==> src/rtl/usb_link_power_pkg.sv <==
// Constants for the USB link power configuration fields and their APB map.
// Assumes a 32-bit APB slave with byte addresses and a 60 MHz PHY clock.
package usb_link_power_pkg;
   // Bus geometry
   localparam int          ADDR_W            = 12;
   localparam int          DATA_W            = 32;
   localparam int          STRB_W            = 4;
   // Register byte addresses
   localparam logic [11:0] CFG_OFFSET        = 12'h084;  // usb_link_power_config
   localparam logic [11:0] STATUS_OFFSET     = 12'h0F0;  // link power status view
   // Configuration field positions
   localparam int          U1_INIT_BIT       = 10;
   localparam int          U1_ACCEPT_BIT     = 9;
   localparam int          LTM_BIT           = 8;
   localparam int          FS_TRIM_LSB       = 4;
   localparam int          TRIM_W            = 3;
   // Byte lanes that carry the fields
   localparam int          LANE_ENABLES      = 1;
   localparam int          LANE_TRIM         = 0;
   // Defaults when no image is available
   localparam logic        U1_INIT_DEFAULT   = 1'b0;
   localparam logic        U1_ACCEPT_DEFAULT = 1'b1;
   localparam logic        LTM_DEFAULT       = 1'b0;
   localparam logic [2:0]  FS_TRIM_DEFAULT   = 3'h0;
   // Full-speed timeout: base in bit times, step and result in tenths of a bit time
   localparam int          FS_BASE_MIN_BITS  = 16;
   localparam int          FS_BASE_MAX_BITS  = 18;
   localparam int          PHY_CLK_MHZ       = 60;
   localparam int          TENTHS_PER_BIT    = 10;
   localparam int          TENTHS_PER_PHYCLK = 2;    // 0.2 bit time at 60 MHz
   localparam int          TOUT_W            = 8;
   // Status register field positions
   localparam int          ST_U1_PERMIT_BIT  = 0;
   localparam int          ST_U1_ACCEPT_BIT  = 1;
   localparam int          ST_LTM_BIT        = 2;
   localparam int          ST_FS_MODE_BIT    = 3;
   localparam int          ST_IMAGE_BIT      = 4;
   localparam int          ST_TOUT_LSB       = 8;
   localparam int          ST_TRIM_LSB       = 16;
endpackage

==> src/rtl/usb_link_power_cfg_fields.sv <==
// APB register bank for the U1/LTM link power controls and the
// full-speed timeout trim, with the derived enables and timeout.
// Fields are stored in reload_field instances; fs_timeout_calc does the sum.
// Assumes a 60 MHz PHY clock and USB/lite resets synchronous to ref_clk.
// Assumes image inputs are stable whenever a reload request is high.
//
// The placing of the registers and the APB slave port were left to the implementer.
`timescale 1ns/100ps
`default_nettype none

// What this block does
// - Self U1 entry needs bit and host feature
// - U1 initiate and accept bits act independently
// - Accept host U1 requests when accept bit set
// - LTM active exactly when its bit set
// - Protected reset leaves U1 and LTM bits alone
// - Timeout adds trim count times per-clock factor
// - Each trim count adds 0.2 bit time
// - Base full-speed timeout within 16 to 18
// - Outside full speed present high-speed trim
// - Only 60 MHz PHY clock supported
// - U1 initiate and LTM reload, default zero
// - U1 accept reloads, default one
module usb_link_power_cfg_fields #(
   parameter int FS_BASE_BITS = usb_link_power_pkg::FS_BASE_MIN_BITS,
   parameter int PHY_CLK_MHZ  = usb_link_power_pkg::PHY_CLK_MHZ
) (
   // Clock and reset
   input  wire logic        ref_clk,
   input  wire logic        rst_b,
   // APB slave
   input  wire logic        psel,
   input  wire logic        penable,
   input  wire logic        pwrite,
   input  wire logic [11:0] paddr,
   input  wire logic [31:0] pwdata,
   input  wire logic [3:0]  pstrb,
   output logic      [31:0] prdata,
   output logic             pready,
   output logic             pslverr,
   // Reset sources and protection
   input  wire logic        usb_reset,
   input  wire logic        lite_reset,
   input  wire logic        rst_protect,
   // Configuration image from EEPROM or OTP
   input  wire logic        image_valid,
   input  wire logic        image_u1_init,
   input  wire logic        image_u1_accept,
   input  wire logic        image_ltm,
   input  wire logic [2:0]  image_fs_trim,
   // Link state from the device controller
   input  wire logic        host_u1_feature_en,
   input  wire logic        fs_mode,
   input  wire logic [2:0]  highspeed_timeout_trim,
   // Controls to the device controller
   output logic             u1_initiate_permit,
   output logic             u1_host_accept,
   output logic             ltm_active,
   output logic      [2:0]  presented_timeout_trim,
   output logic      [7:0]  fs_timeout_tenths
);
   // Overview: four stored fields feed a registered control bundle for the
   // device controller and two read views on the APB side. Nothing here
   // counts time; the timeout is a static sum that the controller applies.

   // Only the 60 MHz PHY is handled; other rates fail elaboration.
   // The trim step is a whole number of tenths only at this rate, so a
   // quiet fallback to another rate would give a wrong timeout instead.
   if (PHY_CLK_MHZ != usb_link_power_pkg::PHY_CLK_MHZ) begin : g_phy_rate_check
      $error("PHY_CLK_MHZ other than 60 has no trim step");
   end

   // Register layout of usb_link_power_config:
   //   bit 10    u1_self_initiate_en        (protected, image or 0)
   //   bit 9     u1_host_request_accept_en  (protected, image or 1)
   //   bit 8     latency_tolerance_msg_en   (protected, image or 0)
   //   bit 7     reserved, reads zero
   //   bits 6:4  fullspeed_timeout_trim     (image or 0, never protected)
   //   bits 3:2  reserved, reads zero
   //   all other bits belong to neighbouring logic and read zero here
   // Field values
   logic                u1_self_initiate_en;        // Device may start U1
   logic                u1_host_request_accept_en;  // Host U1 requests accepted
   logic                latency_tolerance_msg_en;   // LTM function on
   logic [2:0]          fullspeed_timeout_trim;     // PHY clocks of extra timeout

   // Bus phase decode. The full 12-bit byte address is compared, so
   // unaligned or aliased addresses fall into the unmapped set.
   wire logic           access   = psel & penable;
   wire logic           rd_setup = psel & ~penable & ~pwrite;  // Read setup cycle
   wire logic           wr_xfer  = access & pwrite;
   wire logic           hit_cfg  = (paddr == usb_link_power_pkg::CFG_OFFSET);
   wire logic           hit_stat = (paddr == usb_link_power_pkg::STATUS_OFFSET);
   wire logic           unmapped = ~(hit_cfg | hit_stat);

   // Per-field write strobes honour the byte lanes carrying each field.
   // A write with pstrb[1] low leaves the three enables alone, so software
   // can retune the trim without a read-modify-write of the enables.
   // pstrb[3:2] carry no field here and are ignored.
   wire logic           lane_en  = pstrb[usb_link_power_pkg::LANE_ENABLES];
   wire logic           lane_tr  = pstrb[usb_link_power_pkg::LANE_TRIM];
   wire logic           wr_en_hi = wr_xfer & hit_cfg & lane_en;
   wire logic           wr_en_lo = wr_xfer & hit_cfg & lane_tr;

   // Either reset source restores the image (or defaults).
   // Held high for several cycles it simply reloads on every one of them;
   // no edge detection is needed because the reload is idempotent.
   wire logic           reload   = usb_reset | lite_reset;

   // Write data is sliced once here so every field instance sees plain bits.
   // Reserved positions therefore read back as zero whatever is written.
   // Write data slices; reserved bits 7 and 3:2 are simply not stored
   wire logic           wd_u1_init   = pwdata[usb_link_power_pkg::U1_INIT_BIT];
   wire logic           wd_u1_accept = pwdata[usb_link_power_pkg::U1_ACCEPT_BIT];
   wire logic           wd_ltm       = pwdata[usb_link_power_pkg::LTM_BIT];
   wire logic [2:0]     wd_fs_trim   =
      pwdata[usb_link_power_pkg::FS_TRIM_LSB +: usb_link_power_pkg::TRIM_W];

   // Field storage. Each bit or field is its own reload_field, so the
   // protection and the fallback default are chosen per field at the
   // instance and cannot drift apart between fields.
   // Device-initiated U1 enable: protected, image or zero on reload
   // Reload beats a same-cycle write unless rst_protect is high, so software cannot race
   // an unprotected link reset and end up with a half-applied value.
   reload_field #(
      .WIDTH          (1),
      .PROTECT        (1'b1),
      .DEFAULT        (usb_link_power_pkg::U1_INIT_DEFAULT)
   ) u_u1_init (
      .ref_clk        (ref_clk),
      .rst_b          (rst_b),
      .wr_en          (wr_en_hi),
      .wr_data        (wd_u1_init),
      .reload         (reload),
      .protect_active (rst_protect),
      .image_valid    (image_valid),
      .image_data     (image_u1_init),
      .value          (u1_self_initiate_en)
   );

   // Host-initiated U1 accept: protected, image or one on reload
   // Its default of one lets the host steer U1 entry before any driver runs.
   // It is independent of u1_self_initiate_en by construction.
   reload_field #(
      .WIDTH          (1),
      .PROTECT        (1'b1),
      .DEFAULT        (usb_link_power_pkg::U1_ACCEPT_DEFAULT)
   ) u_u1_accept (
      .ref_clk        (ref_clk),
      .rst_b          (rst_b),
      .wr_en          (wr_en_hi),
      .wr_data        (wd_u1_accept),
      .reload         (reload),
      .protect_active (rst_protect),
      .image_valid    (image_valid),
      .image_data     (image_u1_accept),
      .value          (u1_host_request_accept_en)
   );

   // Latency_tolerance_msg_en: protected, image or zero on reload
   // Stored here only; the LTM machinery itself lives in the controller,
   // which follows ltm_active one cycle after a write.
   reload_field #(
      .WIDTH          (1),
      .PROTECT        (1'b1),
      .DEFAULT        (usb_link_power_pkg::LTM_DEFAULT)
   ) u_ltm (
      .ref_clk        (ref_clk),
      .rst_b          (rst_b),
      .wr_en          (wr_en_hi),
      .wr_data        (wd_ltm),
      .reload         (reload),
      .protect_active (rst_protect),
      .image_valid    (image_valid),
      .image_data     (image_ltm),
      .value          (latency_tolerance_msg_en)
   );

   // Full-speed trim is not protected: every reload restores it.
   // The trim describes the PHY rather than a software policy, so the
   // protect input is wired for uniformity but has no effect here.
   reload_field #(
      .WIDTH          (usb_link_power_pkg::TRIM_W),
      .PROTECT        (1'b0),
      .DEFAULT        (usb_link_power_pkg::FS_TRIM_DEFAULT)
   ) u_fs_trim (
      .ref_clk        (ref_clk),
      .rst_b          (rst_b),
      .wr_en          (wr_en_lo),
      .wr_data        (wd_fs_trim),
      .reload         (reload),
      .protect_active (rst_protect),
      .image_valid    (image_valid),
      .image_data     (image_fs_trim),
      .value          (fullspeed_timeout_trim)
   );

   // Combinational trim selection and timeout sum.
   // The sum needs no saturation: the widest base plus the largest trim
   // still fits in eight bits of tenths.
   // Base and step are fixed at elaboration; only the trim moves at run time.
   logic [2:0]          calc_trim;     // Trim for the controller
   logic [7:0]          calc_tout;     // Timeout, tenths of a bit time

   fs_timeout_calc #(
      .FS_BASE_BITS      (FS_BASE_BITS)
   ) u_calc (
      .fs_trim           (fullspeed_timeout_trim),
      .hs_trim           (highspeed_timeout_trim),
      .fs_mode           (fs_mode),
      .presented_trim    (calc_trim),
      .fs_timeout_tenths (calc_tout)
   );

   // Each enable is derived from its own bit and no other field; no cross-gating.
   // The host feature gates only self-initiated entry; host-initiated
   // entry depends on the accept bit alone.
   wire logic           next_permit = u1_self_initiate_en & host_u1_feature_en;
   wire logic           next_accept = u1_host_request_accept_en;
   wire logic           next_ltm    = latency_tolerance_msg_en;

   // Control outputs are registered, so they lag a field change by one cycle.
   // The flops keep the controller's inputs glitch-free while the trim mux
   // switches with fs_mode; the lag is harmless at link time scales.
   always_ff @(posedge ref_clk) begin
      if (!rst_b) begin
         // All-zero controller view while reset is held
         u1_initiate_permit     <= 1'b0;
         u1_host_accept         <= 1'b0;
         ltm_active             <= 1'b0;
         presented_timeout_trim <= 3'h0;
         fs_timeout_tenths      <= 8'h00;
      end else begin
         // Free-running copies of the next values
         u1_initiate_permit     <= next_permit;
         u1_host_accept         <= next_accept;
         ltm_active             <= next_ltm;
         presented_timeout_trim <= calc_trim;
         fs_timeout_tenths      <= calc_tout;
      end
   end

   // Configuration readback; all bits outside the fields read zero.
   // Built from package positions so a moved field needs a package edit only.
   // Reserved positions are never assigned, so they stay at zero.
   logic [31:0]         cfg_word;
   always_comb begin
      cfg_word = 32'h0000_0000;
      cfg_word[usb_link_power_pkg::U1_INIT_BIT]   = u1_self_initiate_en;
      cfg_word[usb_link_power_pkg::U1_ACCEPT_BIT] = u1_host_request_accept_en;
      cfg_word[usb_link_power_pkg::LTM_BIT]       = latency_tolerance_msg_en;
      cfg_word[usb_link_power_pkg::FS_TRIM_LSB +: usb_link_power_pkg::TRIM_W] =
         fullspeed_timeout_trim;
   end

   // Status view of what the controller is being told
   //   bit 0      u1_initiate_permit
   //   bit 1      u1_host_accept
   //   bit 2      ltm_active
   //   bit 3      fs_mode as seen now
   //   bit 4      image_valid
   //   bits 15:8  fs_timeout_tenths
   //   bits 18:16 presented_timeout_trim
   // Read-only; writes to it are dropped without an error.
   logic [31:0]         stat_word;
   always_comb begin
      stat_word = 32'h0000_0000;
      stat_word[usb_link_power_pkg::ST_U1_PERMIT_BIT] = u1_initiate_permit;
      stat_word[usb_link_power_pkg::ST_U1_ACCEPT_BIT] = u1_host_accept;
      stat_word[usb_link_power_pkg::ST_LTM_BIT]       = ltm_active;
      stat_word[usb_link_power_pkg::ST_FS_MODE_BIT]   = fs_mode;
      stat_word[usb_link_power_pkg::ST_IMAGE_BIT]     = image_valid;
      stat_word[usb_link_power_pkg::ST_TOUT_LSB +: usb_link_power_pkg::TOUT_W] =
         fs_timeout_tenths;
      stat_word[usb_link_power_pkg::ST_TRIM_LSB +: usb_link_power_pkg::TRIM_W] =
         presented_timeout_trim;
   end

   // Read selection: unmapped addresses read zero
   // Only one register answers at a time, so a priority mux is safe.
   wire logic [31:0]    next_prdata = hit_cfg  ? cfg_word  :
                                      hit_stat ? stat_word : 32'h0000_0000;

   // Zero wait states; the slave is always ready
   // Every register is a plain flop or wire, so no access needs to stall.
   assign pready  = 1'b1;
   // Error only in the access phase of an unmapped transfer
   // Writes to unmapped addresses are dropped as well, since hit_cfg is low.
   assign pslverr = access & unmapped;

   // Read data captured in the setup cycle so it is a flop in the access phase.
   // It shows the fields as they stood at the setup edge; a reload landing
   // at that same edge shows up on the next read.
   // Between reads prdata holds, so idle bus cycles do not toggle it.
   always_ff @(posedge ref_clk) begin
      if (!rst_b) begin
         prdata <= 32'h0000_0000;
      end else if (rd_setup) begin
         prdata <= next_prdata;
      end
   end
endmodule // usb_link_power_cfg_fields
`default_nettype wire

==> src/rtl/reload_field.sv <==
// One configuration field with write, reset reload and reset protection.
// Assumes reload requests and writes are synchronous to ref_clk.
`timescale 1ns/100ps
`default_nettype none
module reload_field #(
   parameter int              WIDTH   = 1,
   parameter bit              PROTECT = 1'b0,
   parameter logic [WIDTH-1:0] DEFAULT = '0
) (
   // Clock and reset
   input  wire logic             ref_clk,
   input  wire logic             rst_b,
   // Software write
   input  wire logic             wr_en,
   input  wire logic [WIDTH-1:0] wr_data,
   // Reload source
   input  wire logic             reload,
   input  wire logic             protect_active,
   input  wire logic             image_valid,
   input  wire logic [WIDTH-1:0] image_data,
   // Field value
   output logic      [WIDTH-1:0] value
);
   // Protected fields ride through a reload while protection is on
   wire logic             reload_take = reload & ~(PROTECT & protect_active);
   // Image value, or fallback default while image_valid is low
   wire logic [WIDTH-1:0] reload_val  = image_valid ? image_data : DEFAULT;

   // A reload not blocked by protection beats a write in the same cycle: the reset defines the state
   always_ff @(posedge ref_clk) begin
      if (!rst_b) begin
         value <= DEFAULT;
      end else if (reload_take) begin
         value <= reload_val;
      end else if (wr_en) begin
         value <= wr_data;
      end
   end
endmodule // reload_field
`default_nettype wire

==> src/rtl/fs_timeout_calc.sv <==
// Trim selection and full-speed inter-packet timeout arithmetic.
// Purely combinational; the caller registers the results.
`timescale 1ns/100ps
`default_nettype none
module fs_timeout_calc #(
   parameter int FS_BASE_BITS = usb_link_power_pkg::FS_BASE_MIN_BITS
) (
   // Mode and trims
   input  wire logic [2:0] fs_trim,
   input  wire logic [2:0] hs_trim,
   input  wire logic       fs_mode,
   // Results
   output logic      [2:0] presented_trim,
   output logic      [7:0] fs_timeout_tenths
);
   // Base held inside the standard window even if misconfigured
   localparam int BASE_CLAMP =
      (FS_BASE_BITS < usb_link_power_pkg::FS_BASE_MIN_BITS) ? usb_link_power_pkg::FS_BASE_MIN_BITS :
      (FS_BASE_BITS > usb_link_power_pkg::FS_BASE_MAX_BITS) ? usb_link_power_pkg::FS_BASE_MAX_BITS :
      FS_BASE_BITS;
   localparam logic [7:0] BASE_TENTHS = 8'(BASE_CLAMP * usb_link_power_pkg::TENTHS_PER_BIT);
   localparam logic [7:0] STEP_TENTHS = 8'(usb_link_power_pkg::TENTHS_PER_PHYCLK);

   // Outside full speed the high-speed trim goes to the controller
   assign presented_trim    = fs_mode ? fs_trim : hs_trim;
   // Trim count times per-clock factor, added to the base
   assign fs_timeout_tenths = 8'(BASE_TENTHS + 8'(fs_trim) * STEP_TENTHS);
endmodule // fs_timeout_calc
`default_nettype wire

==> config.mk <==
export PLATFORM = sky130hd
export DESIGN_NAME = usb_link_power_cfg_fields
export DESIGN_NICKNAME = d
export VERILOG_FILES = /design/src/rtl/usb_link_power_pkg.sv /design/src/rtl/usb_link_power_cfg_fields.sv /design/src/rtl/reload_field.sv /design/src/rtl/fs_timeout_calc.sv
export SDC_FILE = /design/constraint.sdc
export NUM_CORES = 1
export LEC_CHECK = 0
export ABC_CLOCK_PERIOD_IN_PS = 4000
export BUFFER_PORTS_ARGS = -buffer_cell sky130_fd_sc_hd__buf_4
export CAP_MARGIN = 40
export CORE_MARGIN = 10
export CORE_UTILIZATION = 45
export CTS_CLUSTER_SIZE = 25
export DETAILED_ROUTE_END_ITERATION = 8
export PLACE_DENSITY = 0.94
export SYNTH_ARGS = -nofsm -noshare
export SYNTH_HDL_FRONTEND = slang
export SYNTH_HIERARCHICAL = 1
export SYNTH_SLANG_ARGS = --single-unit
==> constraint.sdc <==
create_clock -name ref_clk -period 4 [get_ports ref_clk]
set_clock_uncertainty 0.2 [all_clocks]
set_input_delay 0.6 -clock ref_clk [delete_from_list [all_inputs] [get_ports ref_clk]]
set_output_delay 0.6 -clock ref_clk [all_outputs]
set_load 0.02 [all_outputs]
==> results by group <==
Run status
  • Status: finished, final reports clean

Job
  • Max cap viols: 0

Final layout
  • Fill cell count: 328
  • # diodes: 0
  • Layout cells sized above 1: 47.7%
  • Final instance area: 0.00231 mm^2
  • Most frequent cells in the layout: buf_4, dfxtp_1, conb_1
  • Area growth, synth to finish: 31.5%
  • Fin nets: 306
  • Commonest non-fill, non-tap cell in the layout: buf_4

GRT
  • Largest net degree at the start of global routing: 24
  • Vias in the first global route: 1386
  • Met1 GRT Util: 14.5%
  • Global Route Usage Sum: 12.6%
  • Most Used Layer, Global Route: met2
  • GRT met2 Usage: 21.2%
  • Met3 Use GR: 4.54%
  • First-pass GRT wire length: 6.66 mm
  • Grt ovf: 0
  • Antenna violations before repair: 0

Critical path
  • Critical path arrival: 2000 ps
  • Startpoint Class: primary input
  • Critical path type: in2out
  • CP max-delay cell: or4b_2
  • Crit end category: primary output
  • Crit-path cells: buf_4 > or4b_2 > nor3_4 > nor3b_1 > buf_4
  • Critical Path RT: 3200 ps
  • Crit Path Max Fanout: 9
  • Worst path most repeated cell: buf_4
  • Max incr delay on CP: 700 ps

Routing
  • Routed vias/inst: 4.81
  • First-pass iteration count of the detailed router: 4
  • DRC Markers: 0
  • Total Wirelength: 4.43 mm
  • Antenna Nets Post-Route: 0
  • Via count: 1380
  • Routed WL per cell: 15.4 um
  • Initial DRC Count: 53

Clock network
  • Post-CTS Hold Buffers: 0
  • # clock sinks: 38
  • H-tree levels: 2
  • PostCTS Resize Cnt: 0
  • Post-CTS Setup Repair Bufs: 0
  • Reg clk slew, reported paths: 70 ps
  • Clock Latency Late Sink: 280 ps
  • CTS tree: built
  • Deepest clock path buffer count: 2
  • CTS root buffer: clkbuf_8
  • CTS buffer count: 5

Die
  • Io pins: 116
  • Die extent in x: 82.5 um
  • Core footprint: 0.00372 mm^2
  • Starting density of the core: 47.3%
  • Rows: 22
  • Die height: 82.5 um
  • Die Area: 0.00680 mm^2

Power and ir drop
  • Pwr per Cell Area: 334 mW/mm^2
  • Max VDD drop: 192 uV
  • Pleak: 1.06 nW

Timing
  • PnR worst setup slack: 1200 ps
  • RSZ-0062 raised after global routing: false
  • Final setup viols: 0
  • Final Max Slew Viols: 0
  • Tightest Pin Transition: 758 ps
  • Maximum clock rate: 357 MHz
  • Final period util: 70.0%
  • Relative slew slack: 49.4%
  • Final hold viol count: 0
  • Fin crit period: 2800 ps
  • Setup TNS: 0 ps

Place
  • Worst Setup Slack post-DPL: 1070 ps
  • Number of I/O port buffers: 72
  • Placed Area: 0.00222 mm^2
  • Detailed Place HPWL: 3.57 mm
  • Routability congestion estimate: 0.702

Yosys
  • #FFs+latches synth: 38
  • Area fraction of the dominant cell type after synthesis: 43.3%
  • Avg Inst Size Synth: 10.3 um^2
  • Synth unique cells: 39
  • Yosys warning total: 6
  • Synth Instances: 170
  • Largest cells by area after synthesis: dfxtp_1, buf_4, a22oi_2
  • Seq/Total Area, Yosys: 43.3%
  • Post-synthesis instance area: 0.00176 mm^2
  • Dominant cell type by area after synthesis: dfxtp_1

Min path
  • Worst hold path class: reg2reg
worst max-delay path, delay by kind of cell:
| family | cells | cell delay (ps) |
|---|---|---|
| buffers and inverters | 2 | 280 |
| and+or+nand+nor | 3 | 1110 |
kinds of logic after synthesis:
kind of cell | synth area share, %
and+or+nand+nor | 22.2
DFF | 43.3
AOI/OAI and AO/OA | 16.5
buffers and inverters | 12.2
muxes | 4.99
other | 0.854
worst paths after layout:
kind                            slack [ps]                 end  cells past startpoint          startpoint
worst max register to register        2850  u_fs_trim/value[0]                      2  u_fs_trim/value[0]
worst min-delay path                   260           prdata[6]                      2           prdata[6]
worst min register to register         260           prdata[6]                      2           prdata[6]
worst max-delay path                  1200             pslverr                      5            paddr[4]
per-stage QoR:
stage	utilization, %	instances	hold WS, ps	total power, mW
after floorplan	-	186	244	0.478
after global placement	59.7	279	245	0.512
after detailed placement	59.7	279	256	0.515
after CTS	62.2	287	267	0.775
after global routing	62.2	287	288	0.801
final	62.2	287	265	0.772
report_power, final:
part           switching [mW]  internal (mW)
combinational          0.0550         0.0515
sequential            0.00882          0.390
clock                   0.127          0.139
total                   0.191          0.581
flip-flops by register name, summed over array words and instances (netlist names):
| signal | count |
|---|---|
| prdata | 18 |
| u_u1_init/value | 1 |
| ltm_active | 1 |
| u_u1_accept/value | 1 |
| fs_timeout_tenths | 8 |
| u_ltm/value | 1 |
| u_fs_trim/value | 3 |
| presented_timeout_trim | 3 |
| u1_initiate_permit | 1 |
| u1_host_accept | 1 |
routing by layer:
metal  wire, um  vias to the layer above  share of wire (%)
li1           -                      686                  -
met1       1810                      635                 41
met2       2170                       54                 49
met3        403                        5                9.1
met4         41                        0               0.93
met5          0                        -                  0
synth_stat cells:
master and count:
o21ai_0 2, or4b_2 1, mux2i_1 2, nand2b_1 2
nor2_2 10, a22oi_2 10, and4_1 2, or2_2 1
and3_1 1, buf_6 1, inv_1 2, a21bo_2 3
a21oi_1 4, and2_1 16, o21ai_1 3, nor4bb_1 1
nor2b_1 1, nor3_4 1, a221oi_1 2, a22oi_1 2
mux2_1 3, nand4b_1 1, clkbuf_1 2, o211a_1 3
nor2_1 4, nand3_1 4, conb_1 4, or3b_2 1
nor4_4 1, nor3b_1 2, mux2_2 3, or4_4 1
dfxtp_1 38, a221oi_2 1, nand2_1 6, nor3_1 1
a31oi_1 2, buf_4 25, or4b_4 1
area by class of cell:
| cell class | instances | area [um^2] | area share, % |
|---|---|---|---|
| clock inverters | 1 | 5.00 | 0.217 |
| well taps | 48 | 60.1 | 2.60 |
| clock buffers | 7 | 86.3 | 3.74 |
| flip-flops and latches | 38 | 761 | 32.9 |
| repair buffers | 73 | 548 | 23.7 |
| multi-input cells | 118 | 842 | 36.5 |
| inverters | 2 | 7.51 | 0.325 |
No activity file was read; power rests on OpenSTA's default activity.
